### src/timer_pkg.sv
package timer_pkg;
	// Bus geometry
	localparam int ADDR_W = 8;
	localparam int DATA_W = 32;

	// Register byte offsets
	localparam logic [7:0] OFS_COUNT = 8'h00;
	localparam logic [7:0] OFS_PERIOD = 8'h04;
	localparam logic [7:0] OFS_CONTROL = 8'h08;
	localparam logic [7:0] OFS_FLAGS = 8'h0c;
	localparam logic [7:0] OFS_ENABLES = 8'h10;

	// Values after reset
	localparam logic [7:0] COUNT_RST = 8'h00;
	localparam logic [7:0] PERIOD_RST = 8'hff;
	localparam logic [6:0] CONTROL_RST = 7'h00;

	// Control field positions
	localparam int PRESCALE_LSB = 0;
	localparam int TIMER_ON_BIT = 2;
	localparam int POSTSCALE_LSB = 3;
	localparam int POSTSCALE_W = 4;
	localparam int CONTROL_W = 7;

	// Flag and enable bit position
	localparam int MATCH_BIT = 1;

	// Instruction clock divider and prescaler terminal counts, match pulse length in core clocks
	localparam logic [3:0] INSTR_DIV_LAST = 4'h3;
	localparam logic [3:0] PRESCALE_LAST_1 = 4'h0;
	localparam logic [3:0] PRESCALE_LAST_4 = 4'h3;
	localparam logic [3:0] PRESCALE_LAST_16 = 4'hf;
	localparam int MATCH_PULSE_CYCLES = 4;
endpackage

### src/tick_divider.sv
`timescale 1ns/1ps
module tick_divider #(
	parameter int WIDTH = 4
) (
	// Clock and reset
	input wire logic core_clk_i,
	input wire logic rst_n_i,
	// Control
	input wire logic clear_i,
	input wire logic step_i,
	input wire logic [WIDTH-1:0] last_i,
	// Status
	output logic done_o,
	output logic [WIDTH-1:0] cnt_o
);
	logic [WIDTH-1:0] cnt_reg;

	// Terminal step of the ratio
	assign done_o = step_i && !clear_i && (cnt_reg >= last_i);
	assign cnt_o = cnt_reg;

	// Counter holds between steps, wraps at the terminal count
	always_ff @(posedge core_clk_i or negedge rst_n_i) begin
		if (!rst_n_i) begin
			cnt_reg <= '0;
		end else if (clear_i) begin
			cnt_reg <= '0;
		end else if (step_i) begin
			cnt_reg <= (cnt_reg >= last_i) ? '0 : cnt_reg + 1'b1;
		end
	end
endmodule

### src/period_timer.sv
// Our own choices: the register offsets and the APB interface to the registers.
`timescale 1ns/1ps
module period_timer (
	// Clock and reset
	input wire logic core_clk_i,
	input wire logic rst_n_i,
	// APB slave
	input wire logic psel_i,
	input wire logic penable_i,
	input wire logic pwrite_i,
	input wire logic [timer_pkg::ADDR_W-1:0] paddr_i,
	input wire logic [timer_pkg::DATA_W-1:0] pwdata_i,
	output logic [timer_pkg::DATA_W-1:0] prdata_o,
	output logic pready_o,
	output logic pslverr_o,
	// Match outputs
	output logic pwm_time_base_o,
	output logic serial_shift_clk_o,
	output logic gate_pulse_o,
	// Interrupt request
	output logic match_irq_o
);
	import timer_pkg::*;

	logic [7:0] timer_count_reg;
	logic [7:0] period_value_reg;
	logic [CONTROL_W-1:0] timer_control_reg;
	logic match_irq_flag_reg;
	logic match_irq_enable_reg;
	logic match_pulse_reg;
	logic ack_reg;
	logic [DATA_W-1:0] prdata_reg;
	logic slverr_reg;

	logic access;
	logic wr_commit;
	logic addr_hit;
	logic count_wr;
	logic period_wr;
	logic control_wr;
	logic flags_wr;
	logic enables_wr;
	logic scaler_clr;
	logic timer_on;
	logic [1:0] prescale_select;
	logic [3:0] prescale_last;
	logic [POSTSCALE_W-1:0] postscale_select;
	logic instr_tick;
	logic inc_event;
	logic count_equal;
	logic match_event;
	logic post_done;
	logic [3:0] pre_cnt;
	logic [POSTSCALE_W-1:0] post_cnt;
	logic [DATA_W-1:0] rd_value;

	// Bus decode; writes act only at the edge where pready is high
	assign access = psel_i && penable_i;
	assign pready_o = access && ack_reg;
	assign wr_commit = pready_o && pwrite_i && !slverr_reg;
	assign count_wr = wr_commit && (paddr_i == OFS_COUNT);
	assign period_wr = wr_commit && (paddr_i == OFS_PERIOD);
	assign control_wr = wr_commit && (paddr_i == OFS_CONTROL);
	assign flags_wr = wr_commit && (paddr_i == OFS_FLAGS);
	assign enables_wr = wr_commit && (paddr_i == OFS_ENABLES);
	assign addr_hit = (paddr_i == OFS_COUNT) || (paddr_i == OFS_PERIOD) ||
		(paddr_i == OFS_CONTROL) || (paddr_i == OFS_FLAGS) || (paddr_i == OFS_ENABLES);
	assign prdata_o = prdata_reg;
	assign pslverr_o = pready_o && slverr_reg;

	// Control fields
	assign timer_on = timer_control_reg[TIMER_ON_BIT];
	assign prescale_select = timer_control_reg[PRESCALE_LSB +: 2];
	assign postscale_select = timer_control_reg[POSTSCALE_LSB +: POSTSCALE_W];
	assign scaler_clr = count_wr || control_wr;

	// Prescaler terminal count from the select field
	always_comb begin
		unique case (prescale_select)
			2'b00: prescale_last = PRESCALE_LAST_1;
			2'b01: prescale_last = PRESCALE_LAST_4;
			default: prescale_last = PRESCALE_LAST_16;
		endcase
	end

	// Read mux; unimplemented bits read as zero
	always_comb begin
		rd_value = '0;
		unique case (paddr_i)
			OFS_COUNT: rd_value[7:0] = timer_count_reg;
			OFS_PERIOD: rd_value[7:0] = period_value_reg;
			OFS_CONTROL: rd_value[CONTROL_W-1:0] = timer_control_reg;
			OFS_FLAGS: rd_value[MATCH_BIT] = match_irq_flag_reg;
			OFS_ENABLES: rd_value[MATCH_BIT] = match_irq_enable_reg;
			default: rd_value = '0;
		endcase
	end

	// One wait state: data and error captured, then pready
	always_ff @(posedge core_clk_i or negedge rst_n_i) begin
		if (!rst_n_i) begin
			ack_reg <= 1'b0;
			prdata_reg <= '0;
			slverr_reg <= 1'b0;
		end else if (access && !ack_reg) begin
			ack_reg <= 1'b1;
			prdata_reg <= pwrite_i ? '0 : rd_value;
			slverr_reg <= !addr_hit;
		end else begin
			ack_reg <= 1'b0;
		end
	end

	// Instruction clock: core clock divided by four, free running
	tick_divider #(.WIDTH(4)) instr_div (
		.core_clk_i(core_clk_i),
		.rst_n_i(rst_n_i),
		.clear_i(1'b0),
		.step_i(1'b1),
		.last_i(INSTR_DIV_LAST),
		.done_o(instr_tick),
		.cnt_o()
	);

	// Prescaler, stepped only while the timer is on
	tick_divider #(.WIDTH(4)) prescaler (
		.core_clk_i(core_clk_i),
		.rst_n_i(rst_n_i),
		.clear_i(scaler_clr),
		.step_i(instr_tick && timer_on),
		.last_i(prescale_last),
		.done_o(inc_event),
		.cnt_o(pre_cnt)
	);

	// Comparison every cycle; a match acts at the next increment
	assign count_equal = (timer_count_reg == period_value_reg);
	assign match_event = inc_event && count_equal;

	// Postscaler counts match events
	tick_divider #(.WIDTH(POSTSCALE_W)) postscaler (
		.core_clk_i(core_clk_i),
		.rst_n_i(rst_n_i),
		.clear_i(scaler_clr),
		.step_i(match_event),
		.last_i(postscale_select),
		.done_o(post_done),
		.cnt_o(post_cnt)
	);

	// Count register; a software write wins over an increment
	always_ff @(posedge core_clk_i or negedge rst_n_i) begin
		if (!rst_n_i) begin
			timer_count_reg <= COUNT_RST;
		end else if (count_wr) begin
			timer_count_reg <= pwdata_i[7:0];
		end else if (match_event) begin
			timer_count_reg <= COUNT_RST;
		end else if (inc_event) begin
			timer_count_reg <= timer_count_reg + 8'h01;
		end
	end

	// Period register
	always_ff @(posedge core_clk_i or negedge rst_n_i) begin
		if (!rst_n_i) begin
			period_value_reg <= PERIOD_RST;
		end else if (period_wr) begin
			period_value_reg <= pwdata_i[7:0];
		end
	end

	// Control register; bit 7 not stored
	always_ff @(posedge core_clk_i or negedge rst_n_i) begin
		if (!rst_n_i) begin
			timer_control_reg <= CONTROL_RST;
		end else if (control_wr) begin
			timer_control_reg <= pwdata_i[CONTROL_W-1:0];
		end
	end

	// Match pulse lasts one instruction cycle, frozen while off
	always_ff @(posedge core_clk_i or negedge rst_n_i) begin
		if (!rst_n_i) begin
			match_pulse_reg <= 1'b0;
		end else if (match_event) begin
			match_pulse_reg <= 1'b1;
		end else if (instr_tick && timer_on) begin
			match_pulse_reg <= 1'b0;
		end
	end

	// Sticky flag; a completion in the clearing cycle wins
	always_ff @(posedge core_clk_i or negedge rst_n_i) begin
		if (!rst_n_i) begin
			match_irq_flag_reg <= 1'b0;
		end else if (post_done) begin
			match_irq_flag_reg <= 1'b1;
		end else if (flags_wr) begin
			match_irq_flag_reg <= pwdata_i[MATCH_BIT];
		end
	end

	// Interrupt enable
	always_ff @(posedge core_clk_i or negedge rst_n_i) begin
		if (!rst_n_i) begin
			match_irq_enable_reg <= 1'b0;
		end else if (enables_wr) begin
			match_irq_enable_reg <= pwdata_i[MATCH_BIT];
		end
	end

	// Outputs
	assign pwm_time_base_o = match_pulse_reg;
	assign serial_shift_clk_o = match_pulse_reg;
	assign gate_pulse_o = match_pulse_reg;
	assign match_irq_o = match_irq_flag_reg && match_irq_enable_reg;

	// Checks
	a_match_reload: assert property (@(posedge core_clk_i) disable iff (!rst_n_i)
		(match_event && !count_wr) |=> (timer_count_reg == 8'h00))
		else $error("count not reloaded after match");
	a_count_step: assert property (@(posedge core_clk_i) disable iff (!rst_n_i)
		(inc_event && !count_equal && !count_wr) |=>
		(timer_count_reg == $past(timer_count_reg) + 8'h01))
		else $error("count did not step by one");
	a_off_hold: assert property (@(posedge core_clk_i) disable iff (!rst_n_i)
		(!timer_on && !count_wr) |=> ($stable(timer_count_reg) && $stable(match_pulse_reg)))
		else $error("timer moved while off");
	a_ctrl_keeps_count: assert property (@(posedge core_clk_i) disable iff (!rst_n_i)
		(control_wr && !inc_event) |=> $stable(timer_count_reg))
		else $error("control write changed count");
	a_scaler_clear: assert property (@(posedge core_clk_i) disable iff (!rst_n_i)
		(count_wr || control_wr) |=> (pre_cnt == 4'h0 && post_cnt == 4'h0))
		else $error("scalers not cleared by write");
	a_flag_latch: assert property (@(posedge core_clk_i) disable iff (!rst_n_i)
		post_done |=> match_irq_flag_reg)
		else $error("flag not set on postscaler completion");
	a_flag_sticky: assert property (@(posedge core_clk_i) disable iff (!rst_n_i)
		(match_irq_flag_reg && !flags_wr) |=> match_irq_flag_reg)
		else $error("flag dropped without software clear");
	a_pulse_width: assert property (@(posedge core_clk_i) disable iff (!rst_n_i)
		$rose(match_pulse_reg) |-> match_pulse_reg[*4])
		else $error("match pulse shorter than one instruction cycle");
	a_irq_gate: assert property (@(posedge core_clk_i) disable iff (!rst_n_i)
		(post_done && match_irq_enable_reg && !enables_wr) |=> match_irq_o)
		else $error("enabled interrupt not raised on completion");
	a_ctrl_bit7: assert property (@(posedge core_clk_i) disable iff (!rst_n_i)
		(access && !ack_reg && !pwrite_i && paddr_i == OFS_CONTROL) |=>
		(prdata_o[DATA_W-1:CONTROL_W] == '0))
		else $error("control upper bits read nonzero");
	a_prescale_4: assert property (@(posedge core_clk_i) disable iff (!rst_n_i)
		(inc_event && prescale_select == 2'b01) |-> (pre_cnt == 4'h3))
		else $error("prescaler 1:4 terminal wrong");
	a_pulse_rise: assert property (@(posedge core_clk_i) disable iff (!rst_n_i)
		match_event |=> pwm_time_base_o)
		else $error("time base did not rise after match");
	a_pulse_fall: assert property (@(posedge core_clk_i) disable iff (!rst_n_i)
		(match_pulse_reg && instr_tick && timer_on && !match_event) |=> !match_pulse_reg)
		else $error("match pulse longer than one instruction cycle");
	a_prescale_1: assert property (@(posedge core_clk_i) disable iff (!rst_n_i)
		(inc_event && prescale_select == 2'b00) |-> (pre_cnt == 4'h0))
		else $error("prescaler 1:1 terminal wrong");
	a_prescale_16: assert property (@(posedge core_clk_i) disable iff (!rst_n_i)
		(inc_event && prescale_select[1]) |-> (pre_cnt == 4'hf))
		else $error("prescaler 1:16 terminal wrong");
	a_post_ratio: assert property (@(posedge core_clk_i) disable iff (!rst_n_i)
		post_done |-> (post_cnt == postscale_select))
		else $error("postscaler completed at wrong count");
	a_flag_clear: assert property (@(posedge core_clk_i) disable iff (!rst_n_i)
		(flags_wr && !pwdata_i[MATCH_BIT] && !post_done) |=> !match_irq_flag_reg)
		else $error("flag not cleared by software");
	a_count_write: assert property (@(posedge core_clk_i) disable iff (!rst_n_i)
		count_wr |=> (timer_count_reg == 8'($past(pwdata_i))))
		else $error("count write did not land");
	a_period_write: assert property (@(posedge core_clk_i) disable iff (!rst_n_i)
		period_wr |=> (period_value_reg == 8'($past(pwdata_i))))
		else $error("period write did not land");
	a_off_no_step: assert property (@(posedge core_clk_i) disable iff (!rst_n_i)
		!timer_on |-> !inc_event)
		else $error("count advanced while timer off");
	a_instr_rate: assert property (@(posedge core_clk_i) disable iff (!rst_n_i)
		instr_tick |=> (!instr_tick)[*3])
		else $error("instruction clock faster than one in four");
endmodule

### config.mk
export PLATFORM = sky130hd
export DESIGN_NAME = period_timer
export DESIGN_NICKNAME = d
export VERILOG_FILES = /design/src/timer_pkg.sv /design/src/tick_divider.sv /design/src/period_timer.sv
export SDC_FILE = /design/constraint.sdc
export NUM_CORES = 1
export LEC_CHECK = 0
export BUFFER_PORTS_ARGS = -buffer_cell sky130_fd_sc_hd__buf_2
export CAP_MARGIN = 20
export CORE_MARGIN = 1
export CORE_UTILIZATION = 56
export DETAILED_ROUTE_END_ITERATION = 7
export PLACE_DENSITY = 0.87
export SYNTH_ARGS = -nofsm -noshare
export SYNTH_HDL_FRONTEND = slang
export SYNTH_SLANG_ARGS = --single-unit
export TNS_END_PERCENT = 100
### constraint.sdc
create_clock -name core_clk_i -period 7.1 [get_ports core_clk_i]
set_input_delay 0 -clock core_clk_i [delete_from_list [all_inputs] [get_ports core_clk_i]]
set_output_delay 0 -clock core_clk_i [all_outputs]
set_load 0.02 [all_outputs]
# Word-level counts from Yosys, hierarchy flattened
# Index checks and enable logic that the tools add are counted.
[op_classes]
div = 0
muxes = 21
n_mul = 0
n_eq_ne = 6
reduce_logical = 34
bitwise = 0
shifts = 0
n_addsub = 4
order_cmp = 3
[op_table]
columns = ["cell", "count"]
rows = [
  ["8-bit two-way mux", 4],
  ["4-bit two-way mux", 7],
  ["1-bit logical AND", 18],
  ["8-bit by 4-bit == test with 1-bit output (second input constant)", 2],
  ["5-bit case mux with 3 select lines", 1],
  ["4-bit by 1-bit adder with 4-bit output (second input constant)", 3],
  ["8-bit by 1-bit adder with 8-bit output (second input constant)", 1],
  ["8-bit by 3-bit == test with 1-bit output (second input constant)", 1],
  ["8-bit by 5-bit == test with 1-bit output (second input constant)", 1],
  ["8-bit == test", 1],
  ["4-bit >= comparator", 2],
  ["8-bit zero test", 1],
  ["4-bit case mux with 2 select lines", 1],
  ["2-bit nonzero test", 4],
  ["1-bit logical OR", 5],
  ["1-bit two-way mux", 5],
  ["1-bit case mux with 5 select lines", 1],
  ["4-bit by 2-bit >= comparator with 1-bit output (second input constant)", 1],
  ["1-bit zero test", 4],
  ["1-bit case mux with 3 select lines", 1],
  ["3-bit nonzero test", 1],
  ["2-bit by 1-bit == test with 1-bit output (second input constant)", 1],
  ["2-bit zero test", 1],
  ["1-bit case mux with 2 select lines", 1],
]
[word_totals]
word_cells = 80
in_bits = 45
romBits = 0
mem_bits_rw = 0
mem_count = 0
register_bits = 72
latch_bits = 0

# Depth between registers and ports, before layout
# Gate-level depths: netlist of the first run.
[logic_depth]
depth_word = 13
depth_mapped = 9
mapped_depth_nobuf = 8

# By module
# From an unflattened synthesis of the first run, not the netlist that was laid out.
[hier_totals]
cells_unflattened = 322
area_unflattened_um2 = 3259.4
[modules_own_cells]
columns = ["mod", "cells_each", "n_inst", "seq_area_each_um2", "area_per_inst_um2"]
rows = [
  ["period_timer", 217, 1, 910.9, 2230.9],
  ["tick_divider", 35, 3, 100.1, 342.8],
]

# Worst setup path after synthesis of the first run
# No wires, ideal clock.
[synth_timing]
path_kind = "flip-flop to flip-flop"
startpoint = "register timer_control_reg[1]"
endpoint = "register timer_count_reg[3]"
path_slack_ns = 4.687
path_stages_with_launch = 10
setup_time_ns = 0.126
arrival_time_ns = 2.287
path_buffers = 1
cell_sequence = "dfrtp_1 > or2_2 > ha_1 > nand2b_1 > a2111oi_2 > nor3_2 > nand3b_1 > clkbuf_8 > o21bai_1 > a221o_1"
[synth_between]
elab_chain_cells = 7
[synth_rtl]
columns = ["element", "line", "source"]
rows = [
  ["start, declared", "period_timer.sv:27", "logic [CONTROL_W-1:0] timer_control_reg;"],
  ["start signal, assigned", "period_timer.sv:178", "timer_control_reg <= pwdata_i[CONTROL_W-1:0];"],
  ["2-bit by 1-bit == test with 1-bit output / 2-bit zero test (equally long branches)", "period_timer.sv:79", "unique case (prescale_select)"],
  ["4-bit case mux with 2 select lines *", "period_timer.sv:79", ""],
  ["4-bit >= comparator *", "tick_divider.sv:19", "assign done_o = step_i && !clear_i && (cnt_reg >= last_i);"],
  ["1-bit logical AND *", "tick_divider.sv:19", ""],
  ["1-bit logical AND", "period_timer.sv:138", "assign match_event = inc_event && count_equal;"],
  ["8-bit two-way mux", "period_timer.sv:157", "end else if (match_event) begin"],
  ["8-bit two-way mux", "period_timer.sv:155", "end else if (count_wr) begin"],
  ["end signal, assigned", "period_timer.sv:156", "timer_count_reg <= pwdata_i[7:0];"],
  ["end signal, assigned", "period_timer.sv:160", "timer_count_reg <= timer_count_reg + 8'h01;"],
  ["end, declared", "period_timer.sv:25", "logic [7:0] timer_count_reg;"],
]
# Every way passes the cells marked *; elsewhere a longest branch is shown, timed or not.
# A chain may end at the register's enable or synchronous reset.

# Final worst setup path of the first run
# Same ends and word-level chain as after synthesis.

==> results of run 1 <==
cells in the final DEF (no fill, tap or decap), types with 2 or more instances in the layout:
cell type,instances
sky130_fd_sc_hd__nor3b_1,4
sky130_fd_sc_hd__dfstp_2,8
sky130_fd_sc_hd__nor2_1,8
sky130_fd_sc_hd__inv_1,13
sky130_fd_sc_hd__a22o_1,3
sky130_fd_sc_hd__dfrtp_1,40
sky130_fd_sc_hd__or2_2,2
sky130_fd_sc_hd__ha_1,12
sky130_fd_sc_hd__nor3_1,4
sky130_fd_sc_hd__o21bai_1,4
sky130_fd_sc_hd__nand2b_1,2
sky130_fd_sc_hd__a21oi_1,5
sky130_fd_sc_hd__mux2_2,9
sky130_fd_sc_hd__and3_1,4
sky130_fd_sc_hd__a21o_1,2
sky130_fd_sc_hd__mux2_1,8
sky130_fd_sc_hd__and3b_1,2
sky130_fd_sc_hd__a22oi_1,3
sky130_fd_sc_hd__a222oi_1,6
sky130_fd_sc_hd__conb_1,26
sky130_fd_sc_hd__and2_1,4
sky130_fd_sc_hd__a221o_1,5
sky130_fd_sc_hd__nand3_1,11
sky130_fd_sc_hd__dlygate4sd3_1,9
sky130_fd_sc_hd__clkbuf_8,5
sky130_fd_sc_hd__nor4_1,2
sky130_fd_sc_hd__o21ai_1,8
sky130_fd_sc_hd__nand3b_1,2
sky130_fd_sc_hd__nand2_1,19
sky130_fd_sc_hd__buf_2,34
sky130_fd_sc_hd__o21ai_0,4
sky130_fd_sc_hd__nor3_2,2
sky130_fd_sc_hd__xnor2_1,8
sky130_fd_sc_hd__o21a_1,2
sky130_fd_sc_hd__nand4_1,5
layer usage:
layer  share of wire [%]  up-vias
met2                  48       97
met5                   0        -
li1                    -     1009
met1                  44     1044
met4                 2.0        0
met3                 5.9       14
kinds of logic (layout without fill, tap and decap cells):
| logic type | Yosys count | after routing | synth area share, % |
|---|---|---|---|
| buffers and inverters | 47 | 65 | 10.9 |
| other | 1 | 26 | 0.132 |
| XOR/XNOR | 8 | 8 | 2.47 |
| AND/OR/NAND/NOR | 80 | 80 | 16.5 |
| AO/OA/AOI/OAI | 54 | 54 | 14.9 |
| flip-flops | 48 | 48 | 42.7 |
| multiplexers | 18 | 18 | 7.10 |
| adder cells (fa/ha/maj) | 12 | 12 | 5.29 |
critical path, stage by stage (launching register included):
cell and delay (ns):
sky130_fd_sc_hd__dfrtp_1 0.43, sky130_fd_sc_hd__or2_2 0.32, sky130_fd_sc_hd__ha_1 0.27, sky130_fd_sc_hd__nand2b_1 0.15, sky130_fd_sc_hd__a2111oi_2 0.45, sky130_fd_sc_hd__nor3_2 0.17, sky130_fd_sc_hd__nand3b_1 0.40, sky130_fd_sc_hd__o21bai_1 0.16
sky130_fd_sc_hd__a221o_1 0.30
worst paths after layout:
| kind | start | to | slack [ns] | depth (start not counted) |
|---|---|---|---|---|
| max | timer_control_reg[1] | timer_count_reg[3] | 4.34 | 8 |
| min | pwrite_i | prdata_o[1] | 0.05 | 3 |
| max reg2reg | timer_control_reg[1] | timer_count_reg[3] | 4.34 | 8 |
| min reg2reg | instr_div.cnt_o[0] | instr_div.cnt_o[0] | 0.45 | 1 |
| max in group asynchronous | rst_n_i | period_value_reg[2] | 6.51 | 3 |
| min in group asynchronous | rst_n_i | ack_reg | 0.06 | 2 |
power by group:
part           total (mW)  internal, mW  switching [mW]  leakage [nW]
Sequential          0.281         0.278         0.00349         0.607
Clock               0.203         0.106          0.0969        0.0548
Combinational      0.0448        0.0150          0.0298         0.856
layout make-up:
| type | instances | area (um^2) | area share (%) |
|---|---|---|---|
| Multi-Input combinational cell | 198 | 1410 | 44.8 |
| Sequential cell | 48 | 1210 | 38.5 |
| Timing Repair Buffer | 44 | 280 | 8.90 |
| Tap cell | 67 | 83.8 | 2.66 |
| Clock buffer | 5 | 68.8 | 2.19 |
| Inverter | 13 | 48.8 | 1.55 |
| Clock inverter | 3 | 46.3 | 1.47 |
cells in the mapped netlist (2+ instances only):
master and count:
sky130_fd_sc_hd__clkbuf_8 2, sky130_fd_sc_hd__a221o_1 5, sky130_fd_sc_hd__clkbuf_1 2, sky130_fd_sc_hd__or2_2 2, sky130_fd_sc_hd__nand4_1 5, sky130_fd_sc_hd__a22oi_1 3
sky130_fd_sc_hd__nor3_1 4, sky130_fd_sc_hd__dfrtp_1 40, sky130_fd_sc_hd__o21ai_0 4, sky130_fd_sc_hd__ha_1 12, sky130_fd_sc_hd__xnor2_1 8, sky130_fd_sc_hd__nand3_1 11
sky130_fd_sc_hd__o21a_1 2, sky130_fd_sc_hd__nor3_2 2, sky130_fd_sc_hd__a21oi_1 5, sky130_fd_sc_hd__and2_1 4, sky130_fd_sc_hd__a22o_1 3, sky130_fd_sc_hd__nand3b_1 2
sky130_fd_sc_hd__inv_1 13, sky130_fd_sc_hd__and3b_1 2, sky130_fd_sc_hd__dfstp_2 8, sky130_fd_sc_hd__nand2b_1 2, sky130_fd_sc_hd__o21bai_1 4, sky130_fd_sc_hd__nand2_1 19
sky130_fd_sc_hd__a222oi_1 6, sky130_fd_sc_hd__nor2_1 8, sky130_fd_sc_hd__mux2_1 8, sky130_fd_sc_hd__a21o_1 2, sky130_fd_sc_hd__buf_4 27, sky130_fd_sc_hd__and3_1 4
sky130_fd_sc_hd__mux2_2 9, sky130_fd_sc_hd__nor4_1 2, sky130_fd_sc_hd__o21ai_1 8, sky130_fd_sc_hd__nor3b_1 4
per-stage QoR:
| step | total power [mW] | utilization [%] | cells | area (um^2) | hold slack, ns |
|---|---|---|---|---|---|
| 2_1_floorplan | 0.319 | - | 293 | 2930 | -0.296 |
| 3_3_place_gp | 0.325 | 61.1 | 360 | 2920 | 0.230 |
| 3_5_place_dp | 0.325 | 61.1 | 360 | 2920 | 0.233 |
| 4_1_cts | 0.529 | 65.4 | 377 | 3130 | 0.0491 |
| 5_1_grt | 0.548 | 65.8 | 378 | 3150 | 0.0610 |
| 6_report | 0.529 | 65.8 | 378 | 3150 | 0.0512 |
==> results by stage, run 1 <==
Logic synthesis:
- The Yosys warning count is 0.
- The cell accounting for the most synthesized area is sky130_fd_sc_hd__dfrtp_1.
- After synthesis, the share of flip-flops with an asynchronous set or reset is 100%.
- The cell area after technology mapping is 2840 um^2.
- The sequential share of the synthesized area is 42.7%.
- The count of different cell masters after synthesis is 60.
- The mean cell area of the mapped netlist is 10.6 um^2.
- In this run, synthesis inferred 0 flip-flops with an integrated enable.
- Yosys attributes the largest share of cell area to sky130_fd_sc_hd__dfrtp_1 35%, sky130_fd_sc_hd__dfstp_2 7.4%, sky130_fd_sc_hd__buf_4 7.1%.
- The synthesis-stage register bit count is 48.
- The synthesized design devotes to its leading area cell type 35.3% of total area.
- The most used flip-flop cell after synthesis is sky130_fd_sc_hd__dfrtp_1.
- The gate count after technology mapping is 268.

Routing:
- The overall routed net length is 5.64 mm.
- The remaining routing DRC violations is 0.
- The number of optimization iterations in the first detailed-route pass is 6.
- The count of nets left with antenna violations after detail routing is 0.
- Dividing the detail-routed wire length by the instance count gives 14.9 um.
- Using the TritonRoute via totals, the vias-per-cell ratio works out to 5.72.
- The total number of vias is 2164.
- In this run, the number of DRC markers left after iteration 0 of detailed routing was 162.

Setup path:
- In this run the worst path has a maximum fanout of 11.
- The critical path is of the reg2reg type.
- The required time reported for the critical path endpoint is 7.30 ns.
- STA classifies the critical path startpoint as a flip-flop.
- STA puts the critical path data arrival time at 2.96 ns.
- The worst setup path is captured at a flip-flop.

Final layout:
- The area growth from synthesis to layout is 11.0%.
- The final net count is 367.
- Counting the fill cells in the layout gives 412.
- Of the cells placed in the final design, the portion with a size suffix greater than 1 is 23.2%.
- The number of antenna diodes in the final layout is 0.

STA:
- Adding up every negative setup slack in the final design gives 0 ns.
- For this run, the top clock speed supported by timing is 362 MHz.
- The number of endpoints with negative hold slack in the final report is 0.
- In the finished design, the share of the clock period the worst path needs comes to 38.9%.
- The relative max-transition margin is 65.0%.
- The transition time at the pin with the least slew margin is 0.522 ns.
- The smallest setup slack after layout is 4.34 ns.
- Setup violations remaining at the end of the flow were counted as 0.
- Clock skew on the completed layout was measured at 0.00977 ns.
- For the finished layout, the period the worst path requires is 2.76 ns.
- Setup repair after global routing left no endpoint under its margin.
- The total count of max-transition violations in the final report is 0.

CTS:
- The post-cts sizing count is 0.
- The number of clock sinks seen by CTS is 48.
- TritonCTS built the clock tree.
- Clock-pin slew was measured on the worst setup and hold paths at 0.10 ns.
- The clock passes through at most 2 buffers.
- The number of clock buffers added by TritonCTS is 5.
- The clock latency reported for the late side of the worst-skew pair is 0.31 ns.
- The H-tree was split into 2 levels.
- In this run, post-CTS hold repair placed 9 buffers.
- After clock tree synthesis, the setup repair step added 0 buffers.
- The clock root buffer is sky130_fd_sc_hd__clkbuf_8.

Global route:
- For this run, global-route usage on met2 was measured as 36.9%.
- The number of global-route vias before repair was 1931.
- The largest net degree at the start of global routing is 49.
- The global-route usage over all layers is 22.3%.
- For met1 alone, demand over resource in global routing was 29.4%.
- The global routing's busiest layer is met2.
- The number of antenna violations at the first check in global routing is 0.
- Global routing used 4.14% of the available met3 tracks.
- The global-route wire length before repair is 9.00 mm.
- The remaining global-route overflow is 0.

Floorplan:
- The area of the die is 5350 um^2.
- The starting density of the core is 59.3%.
- The core area is 4790 um^2.
- The placement row count is 25.
- The number of top-level design ports is 83.
- In this run the horizontal extent of the chip is 73.2 um.
- From bottom edge to top edge, the die measures 73.2 um.

Flow run:
- The max-cap violation count is 0.

Placement:
- The number of buffer cells added on primary ports is 34.
- OpenSTA, run right after detailed placement, puts the worst setup slack at 4.37 ns.
- The final estimated routing congestion in global placement is 0.828.
- Detailed placement finished with a half-perimeter wire length of 3.91 mm.

Min path:
- The path type of the worst min-delay path is in2reg.

Outcome:
- The run finished with clean final reports.

Power:
- In this run the power density over the cells is 168 nW/um^2.
- Summed over all cells, the static leakage comes to 1.52 nW.
- The worst-case IR drop observed on VDD is 158 uV.
Power figures use the tool's default switching activity.
==> run 2: changes to the inputs <==
--- a/config.mk
+++ b/config.mk
@@ -5,12 +5,13 @@
 export SDC_FILE = /design/constraint.sdc
 export NUM_CORES = 1
 export LEC_CHECK = 0
+export ABC_AREA = 1
 export BUFFER_PORTS_ARGS = -buffer_cell sky130_fd_sc_hd__buf_2
 export CAP_MARGIN = 20
 export CORE_MARGIN = 1
-export CORE_UTILIZATION = 56
+export CORE_UTILIZATION = 48
 export DETAILED_ROUTE_END_ITERATION = 7
-export PLACE_DENSITY = 0.87
+export PLACE_DENSITY = 0.79
 export SYNTH_ARGS = -nofsm -noshare
 export SYNTH_HDL_FRONTEND = slang
 export SYNTH_SLANG_ARGS = --single-unit
==> constraint.sdc (replaced) <==
create_clock -name core_clk_i -period 2.2 [get_ports core_clk_i]
set_input_delay 0 -clock core_clk_i [delete_from_list [all_inputs] [get_ports core_clk_i]]
set_output_delay 0 -clock core_clk_i [all_outputs]
set_load 0.02 [all_outputs]
==> results by stage, run 2 <==
Outcome:
- The flow ran to the end, and the final reports show no timing, DRC or antenna violations.

Final layout:
- The repair_antennas step left the layout with diodes totalling 0.
- The post-route non-filler standard cell count is 482.
- The most common cell after layout, fill and taps aside is sky130_fd_sc_hd__nand2_1.
- Summing all multi-input logic gate instances after layout gives 1500 um^2.
- The final design utilization is 55.6%.
- The fill cell total of the finished layout is 565.
- The ratio of cells with drive above 1 in the final layout is 18.4%.
- Summing all non-filler instances in the final layout gives an area of 3330 um^2.
- The final net count is 463.
- In the layout the commonest cells are 77 x sky130_fd_sc_hd__nand2_1, 42 x sky130_fd_sc_hd__nand3_1, 40 x sky130_fd_sc_hd__dfrtp_1.
- Relative to the synthesized area, the layout overhead comes to 10.2%.
- Across the whole layout, storage elements account for 1210 um^2.

Flow run:
- Across the run, the number of max-cap violations was 0.

Power:
- IR analysis of the VDD net gives a maximum drop of 327 uV.
- The total power per unit cell area is 568 nW/um^2.
- The total chip power is 1.89 mW.
- The static leakage is 1.81 nW.

Setup path:
- The critical path is of the reg2reg type.
- For this design, the slowest cell found on the critical path is sky130_fd_sc_hd__dfrtp_1.
- The library cell appearing most often on the critical path is sky130_fd_sc_hd__nor2_1.
- The critical path contains buffers and inverters numbering 3 combined.
- STA classifies the critical path startpoint as a flip-flop.
- In this run the worst path has a maximum fanout of 4.
- The kind of cell with the highest combined delay on the critical path is simple AND/OR/NAND/NOR gates.
- The worst path arrival time is 2.12 ns.
- The worst setup path is captured at a flip-flop.
- The signal on the critical path passes through nor2_1, ha_1, inv_1, nor2_1, o21bai_1, nand2_1, nor2_1, inv_1, nor2_1, inv_1, o21ai_0.
- The required time reported for the critical path endpoint is 2.43 ns.
- In this design, the stage delay of the slowest critical-path cell is 0.42 ns.

Logic synthesis:
- The gate count after technology mapping is 362.
- In the post-synthesis netlist, the biggest area contributors are sky130_fd_sc_hd__dfrtp_1 33%, sky130_fd_sc_hd__nand2_1 9.6%, sky130_fd_sc_hd__dfstp_2 7.0%.
- The area share of the largest cell type after synthesis is 33.1%.
- Yosys mapped the design onto 37 distinct sky130hd cell types.
- Of all flip-flops after synthesis, the portion carrying an async set or reset was 100%.
- The cell accounting for the most synthesized area is sky130_fd_sc_hd__dfrtp_1.
- By count the netlist is led by 77 x sky130_fd_sc_hd__nand2_1, 42 x sky130_fd_sc_hd__nand3_1, 40 x sky130_fd_sc_hd__dfrtp_1, 39 x sky130_fd_sc_hd__inv_1, 26 x sky130_fd_sc_hd__buf_4.
- The mapped netlist covers 3020 um^2.
- Yosys mapped a number of flops with a built-in enable equal to 0.
- Each instance of the synthesized netlist takes up on average 8.35 um^2.
- The most used flip-flop cell after synthesis is sky130_fd_sc_hd__dfrtp_1.
- The Yosys warning count is 0.
- The sequential share of the synthesized area is 40.1%.
- The synthesis-stage register bit count is 48.
- The most frequent cell after synthesis is sky130_fd_sc_hd__nand2_1.

Routing:
- For this run, design rule violations remaining after detail routing come to 0.
- The ratio of routed vias to standard cells is 4.96.
- In the final routed layout, each cell accounts on average for 12.9 um.
- In this run, the number of DRC markers left after iteration 0 of detailed routing was 117.
- Before antenna repair, the detailed router went through 4 iterations.
- The count of nets left with antenna violations after detail routing is 0.
- The routed layout has 2393 vias.
- Summed over all layers, the routed wires come to 6.22 mm.

STA:
- The smallest setup slack after layout is 0.303 ns.
- The worst pin sits at a relative slew slack of 57.8%.
- For the pin with the worst max-slew slack, the measured transition is 0.633 ns.
- The fmax is 527 MHz.
- The final worst clock skew is 0.00699 ns.
- The share of the clock period used by the worst path after layout is 86.2%.
- The worst path in the final design needs a cycle of 1.90 ns, including I/O delays and setup.
- The total count of max-transition violations in the final report is 0.
- The post-route worst hold slack is 0.0208 ns.
- The number of endpoints with negative hold slack in the final report is 0.
- Setup repair after global routing left no endpoint under its margin.
- The final number of setup-violating endpoints is 0.
- Adding up every negative setup slack in the final design gives 0 ns.

Global route:
- The global-route usage over all layers is 20.0%.
- The largest net degree at the start of global routing is 49.
- The number of global-route vias before repair is 2356.
- The global-route wire length before repair is 10.0 mm.
- The number of antenna violations at the first check in global routing came to 0.
- The remaining global-route overflow is 0.

Floorplan:
- 83 I/O pins were placed.
- The initialized floorplan defines 28 standard-cell rows.
- From bottom edge to top edge, the die measures 81.4 um.
- The core region is 5990 um^2.
- In this run the horizontal extent of the chip is 81.4 um.
- The starting density of the core is 50.5%.
- The area of the die is 6620 um^2.

CTS:
- The post-cts sizing count is 0.
- The longest clock path from root to sink contains 2 buffers.
- At the later pin of the worst-skew pair, clock insertion delay measures 0.30 ns.
- The TritonCTS clock tree is built.
- The count of hold buffers inserted by post-cts repair is 9.
- After clock tree synthesis, the setup repair step added 0 buffers.
- The number of buffers added by the clock tree synthesis step is 5.
- The H-tree level count is 2.
- The clock drives 48 sinks.
- After clock tree synthesis, the clock-pin slew on the worst setup and hold paths is 0.09 ns.
- CTS placed an instance of sky130_fd_sc_hd__clkbuf_8 at the clock tree root.

Placement:
- The post-place instance area is 3150 um^2.
- The number of placed instances, taps included is 465.
- The number of buffer cells added on primary ports is 34.
- The worst-case setup slack after placement is 0.319 ns.
- After legalization and detailed placement, the total HPWL measured 4.60 mm.
- The final estimated routing congestion in global placement is 0.822.

Min path:
- The path type of the worst min-delay path is in2reg.
## run 2: changes by cell type after synthesis, sizes merged, moves of 4 or more
cell,before,now
nand3,11,46
and2,4,0
nand2,20,84
nor2,8,30
inv,13,43
a222oi,6,0
a221o,5,0
clkbuf,5,1
mux2,17,5
nor3b,5,0
xor2,0,11
o211ai,1,5
nor3,6,2
and3,5,1
## run 2: path summary, 6_finish.rpt
check                                      from                 end  slack (ns)  cells after the start
min reg2reg                  instr_div.cnt_o[0]  instr_div.cnt_o[0]        0.44                      1
min                                    pwrite_i         prdata_o[4]        0.02                      4
max                        timer_control_reg[1]  prescaler.cnt_o[2]        0.30                     11
max reg2reg                timer_control_reg[1]  prescaler.cnt_o[2]        0.30                     11
max in group asynchronous               rst_n_i  timer_count_reg[7]        1.46                      3
min in group asynchronous               rst_n_i  prescaler.cnt_o[0]        0.33                      3
## run 2: kinds of logic (layout without fill, tap and decap cells)
family	count (synthesis)	after routing	share of synthesized area, %
AO/OA/AOI/OAI	30	30	5.96
other	1	26	0.124
AND/OR/NAND/NOR	175	175	28.6
XOR/XNOR	16	16	4.64
buffers and inverters	75	95	13.3
flip-flops	48	48	40.1
adder cells (fa/ha/maj)	12	12	4.97
multiplexers	5	5	2.36
## run 2: final cells by class
class / instances / share of cell area, %
inverter: 43 / 4.99
timing repair buffer: 44 / 8.04
sequential: 48 / 36.3
multi-input combinational: 264 / 45.1
clock buffer: 8 / 2.70
tap: 75 / 2.82
## run 2: per-layer routing
metal | vias to the layer above | track usage (%) | wire length (um)
met5 | - | 0 | 0
li1 | 1201 | - | -
met3 | 17 | 3.48 | 212
met2 | 58 | 33.6 | 2980
met1 | 1117 | 24.3 | 2890
met4 | 0 | 10.5 | 136
## run 2: where the power goes
| group | switching [mW] | internal (mW) |
|---|---|---|
| clock | 0.296 | 0.257 |
| combinational | 0.189 | 0.134 |
| sequential | 0.0796 | 0.936 |
## run 2: tightest hold or removal path, stage by stage
cell and delay (ns):
sky130_fd_sc_hd__buf_2 0.11, sky130_fd_sc_hd__nor3_2 0.07, sky130_fd_sc_hd__nand2_1 0.06, sky130_fd_sc_hd__nand2_1 0.04
==> run 3: changes to the inputs <==
--- a/config.mk
+++ b/config.mk
@@ -9,10 +9,11 @@
 export BUFFER_PORTS_ARGS = -buffer_cell sky130_fd_sc_hd__buf_2
 export CAP_MARGIN = 20
 export CORE_MARGIN = 1
-export CORE_UTILIZATION = 48
+export CORE_UTILIZATION = 49
 export DETAILED_ROUTE_END_ITERATION = 7
 export PLACE_DENSITY = 0.79
 export SYNTH_ARGS = -nofsm -noshare
 export SYNTH_HDL_FRONTEND = slang
+export SYNTH_HIERARCHICAL = 1
 export SYNTH_SLANG_ARGS = --single-unit
 export TNS_END_PERCENT = 100
==> results by stage, run 3 <==
Outcome:
- The flow ran to the end, but the final reports show violations.
- The final reports fail on negative setup slack.

Routing:
- The starting DRC count in detailed routing is 196.
- The detail route stage leaves a number of antenna-violating nets equal to 0.
- The mean routed wirelength per cell is 12.7 um.
- The number of optimization iterations in the first detailed-route pass is 7.
- In the routed design, unresolved DRC markers number 0.
- The routed layout has 3221 vias.
- The ratio of routed vias to standard cells is 4.96.
- Summed over all layers, the routed wires come to 8.27 mm.

Global route:
- The largest net degree at the start of global routing is 22.
- The number of global-route vias before repair is 2959.
- After global routing the overflow that remains totals 0.
- The first global-routing pass estimated 13.3 mm of wire.
- Global routing consumed, over all layers together, 22.9% of the routing resources.
- The number of antenna violations at the first check in global routing is 0.

Logic synthesis:
- The gate count after technology mapping is 473.
- By count the netlist is led by 136 x sky130_fd_sc_hd__nand2_1, 82 x sky130_fd_sc_hd__inv_1, 40 x sky130_fd_sc_hd__dfrtp_1, 34 x sky130_fd_sc_hd__nand3_1.
- For this run, the number of Yosys warnings is 6.
- A synthesized cell averages 7.26 um^2.
- The count of different cell masters after synthesis is 34.
- sky130_fd_sc_hd__nand2_1 is the most common cell in the netlist.
- The synthesis-stage register bit count is 48.
- The share of synthesized area in the top cell type comes to 29.2%.
- The largest total area in the synthesized netlist belongs to sky130_fd_sc_hd__dfrtp_1.
- The cell area after technology mapping is 3430 um^2.
- The most used flip-flop cell after synthesis is sky130_fd_sc_hd__dfrtp_1.
- The sequential share of the synthesized area is 35.3%.
- In this run, synthesis inferred 0 flip-flops with an integrated enable.
- Counting flops with an async set or reset pin after synthesis yields a share of 100%.
- Sorting the synthesized cells by area gives the leading types as sky130_fd_sc_hd__dfrtp_1 29%, sky130_fd_sc_hd__nand2_1 15%, sky130_fd_sc_hd__inv_1 9.0%.

CTS:
- The clock input transition at the sequential cells of the worst setup and hold paths is 0.09 ns.
- The cell sitting at the root of the clock tree is a sky130_fd_sc_hd__clkbuf_8.
- The clock latency reported for the late side of the worst-skew pair is 0.31 ns.
- TritonCTS built the clock tree.
- The number of clock sinks seen by CTS is 48.
- The number of buffers added by the clock tree synthesis step is 5.
- No sink is reached through more buffers than the 2 on the longest clock path.
- The H-tree level count is 2.

STA:
- The relative max-transition margin is 64.4%.
- The minimum period implied by the final worst setup slack is 2.36 ns.
- The final number of setup-violating endpoints is 14.
- The fmax is 423 MHz.
- Setup repair after global routing could not meet its margin everywhere.
- On the final layout, the worst hold slack is 0.0169 ns.
- The number of endpoints with negative hold slack in the final report is 0.
- The smallest setup slack after layout is -0.164 ns.
- For the final database, setup skew stands at 0.0110 ns.
- The share of the clock period used by the worst path after layout is 107%.
- The total count of max-transition violations in the final report is 0.
- Summed over all failing endpoints, the final setup total negative slack is -1.75 ns.
- The transition time at the pin with the least slew margin is 0.532 ns.

Setup path:
- STA classifies the critical path startpoint as a flip-flop.
- By startpoint and endpoint, the worst setup path is classified as reg2reg.
- For this run, the slowest stage of the critical path takes 0.42 ns.
- In this run the register-to-register setup slack is -0.16 ns.
- The slowest stage of the critical path is the sky130_fd_sc_hd__dfrtp_1 cell.
- The library cell appearing most often on the critical path is sky130_fd_sc_hd__inv_2.
- STA classifies the critical path endpoint as a flip-flop.
- The worst path arrival time is 2.58 ns.
- On the critical path the largest part of the delay comes from simple AND/OR/NAND/NOR gates.
- The critical path goes through ha_4, nand2_2, inv_2, nand2_2, nand3_2, nand2_1, inv_1, nand2_2, inv_2, inv_2, nor2_2, nand2_1, inv_2, nand4_1, nor3b_2, inv_1, nor2_4, nand3_2, o21bai_1.
- Along the worst path, the maximum fanout reaches 5.
- Together, buffers and inverters on the worst path number 6.
- The required time reported for the critical path endpoint is 2.42 ns.

Min path:
- In this run the worst hold path is classified as in2reg.

Power:
- The worst-case IR drop observed on VDD is 254 uV.
- Power spread over the standard cell area amounts to 397 nW/um^2.
- The static leakage is 2.27 nW.

Placement:
- The number of buffer cells added on primary ports is 34.
- The congestion estimate from routability-driven global placement came to 0.924.
- The half-perimeter wire length after detailed placement is 6.04 mm.
- OpenSTA, run right after detailed placement, puts the worst setup slack at -0.156 ns.

Final layout:
- In the final layout, the share of cells above drive strength 1 is 24.2%.
- Relative to the synthesized area, the layout overhead comes to 21.0%.
- The top cell types in the final layout, fill and taps aside, are 129 x sky130_fd_sc_hd__nand2_1, 75 x sky130_fd_sc_hd__inv_1, 40 x sky130_fd_sc_hd__dfrtp_1.
- Leaving out fill and tap cells, the most frequent cell in the layout is sky130_fd_sc_hd__nand2_1.
- The number of antenna cells inserted is 0.
- The net count of the finished layout is 613.

Floorplan:
- 83 I/O pins were placed.
- The horizontal die dimension is 85.7 um.
- Once the floorplan was initialized, standard cells occupied 50.5% of the core.
- The die covers 7340 um^2.
- After floorplanning, the core was divided into 30 placement rows.
- The core area is 6790 um^2.
- From bottom edge to top edge, the die measures 85.7 um.

Flow run:
- The tool flagged a number of max-cap violations equal to 0.
-- run 3: cell families after synthesis --
| kind of cell | count (synthesis) | synth area share [%] |
|---|---|---|
| AOI/OAI and AO/OA | 45 | 8.57 |
| xor gates and xnor gates | 6 | 1.53 |
| adders and majority gates | 16 | 5.83 |
| buffers and inverters | 115 | 15.9 |
| DFF | 48 | 35.3 |
| other | 2 | 0.219 |
| and+or+nand+nor | 241 | 32.6 |
-- run 3: stage by stage --
| step | util, % | total power, mW | instances | cell area, um^2 |
|---|---|---|---|---|
| floorplan | - | 1.06 | 503 | 3570 |
| global placement | 55.2 | 1.10 | 620 | 3750 |
| detailed placement | 55.2 | 1.10 | 620 | 3750 |
| CTS | 59.4 | 1.64 | 646 | 4030 |
| global route | 61.1 | 1.72 | 649 | 4150 |
| finish | 61.1 | 1.65 | 649 | 4150 |
-- run 3: per-layer routing --
metal | wire [um] | track usage [%] | vias to the layer above
met5 | 0 | 0 | -
met4 | 260 | 11.1 | 0
met3 | 350 | 3.85 | 22
met2 | 4010 | 38.0 | 98
met1 | 3650 | 29.1 | 1511
li1 | - | - | 1590
-- run 3: worst min-delay path, stage by stage --
cell                      delay, ns
sky130_fd_sc_hd__buf_2         0.13
sky130_fd_sc_hd__nor3_4        0.07
sky130_fd_sc_hd__nand2_1       0.06
sky130_fd_sc_hd__nand2_1       0.04
-- run 3: repair_timing --
action                                  4_1_cts  5_1_grt
gates resized for setup                       9       25
hold endpoints to repair                     49        0
setup buffers                                 6        5
endpoints found under the setup margin       14       18
pin swaps                                    15       21
hold buffers                                 11        0
cloned                                        1        0
-- run 3: final timing paths --
check | cells past startpoint | end | from
worst max register to register | 19 | postscaler/cnt_o[2] | instr_div/cnt_o[3]
max in group asynchronous | 3 | period_value_reg[5] | rst_n_i
worst max-delay path | 19 | postscaler/cnt_o[2] | instr_div/cnt_o[3]
worst min-delay path | 4 | prdata_o[5] | pwrite_i
worst min register to register | 1 | ack_reg | ack_reg
min in group asynchronous | 2 | match_irq_flag_reg | rst_n_i
-- run 3: final cells by class --
type | count | area, um^2
clock buffer | 7 | 76.3
clock inverter | 1 | 5.00
fill | 598 | 2640
inverter | 84 | 315
multi-input combinational | 341 | 1940
sequential | 48 | 1210
tap | 96 | 120
timing repair buffer | 72 | 487
-- run 3: where the power goes --
| part | leakage, nW | internal, mW | switching, mW |
|---|---|---|---|
| clock | 0.0422 | 0.224 | 0.299 |
| combinational | 1.67 | 0.0783 | 0.143 |
| sequential | 0.559 | 0.893 | 0.0103 |
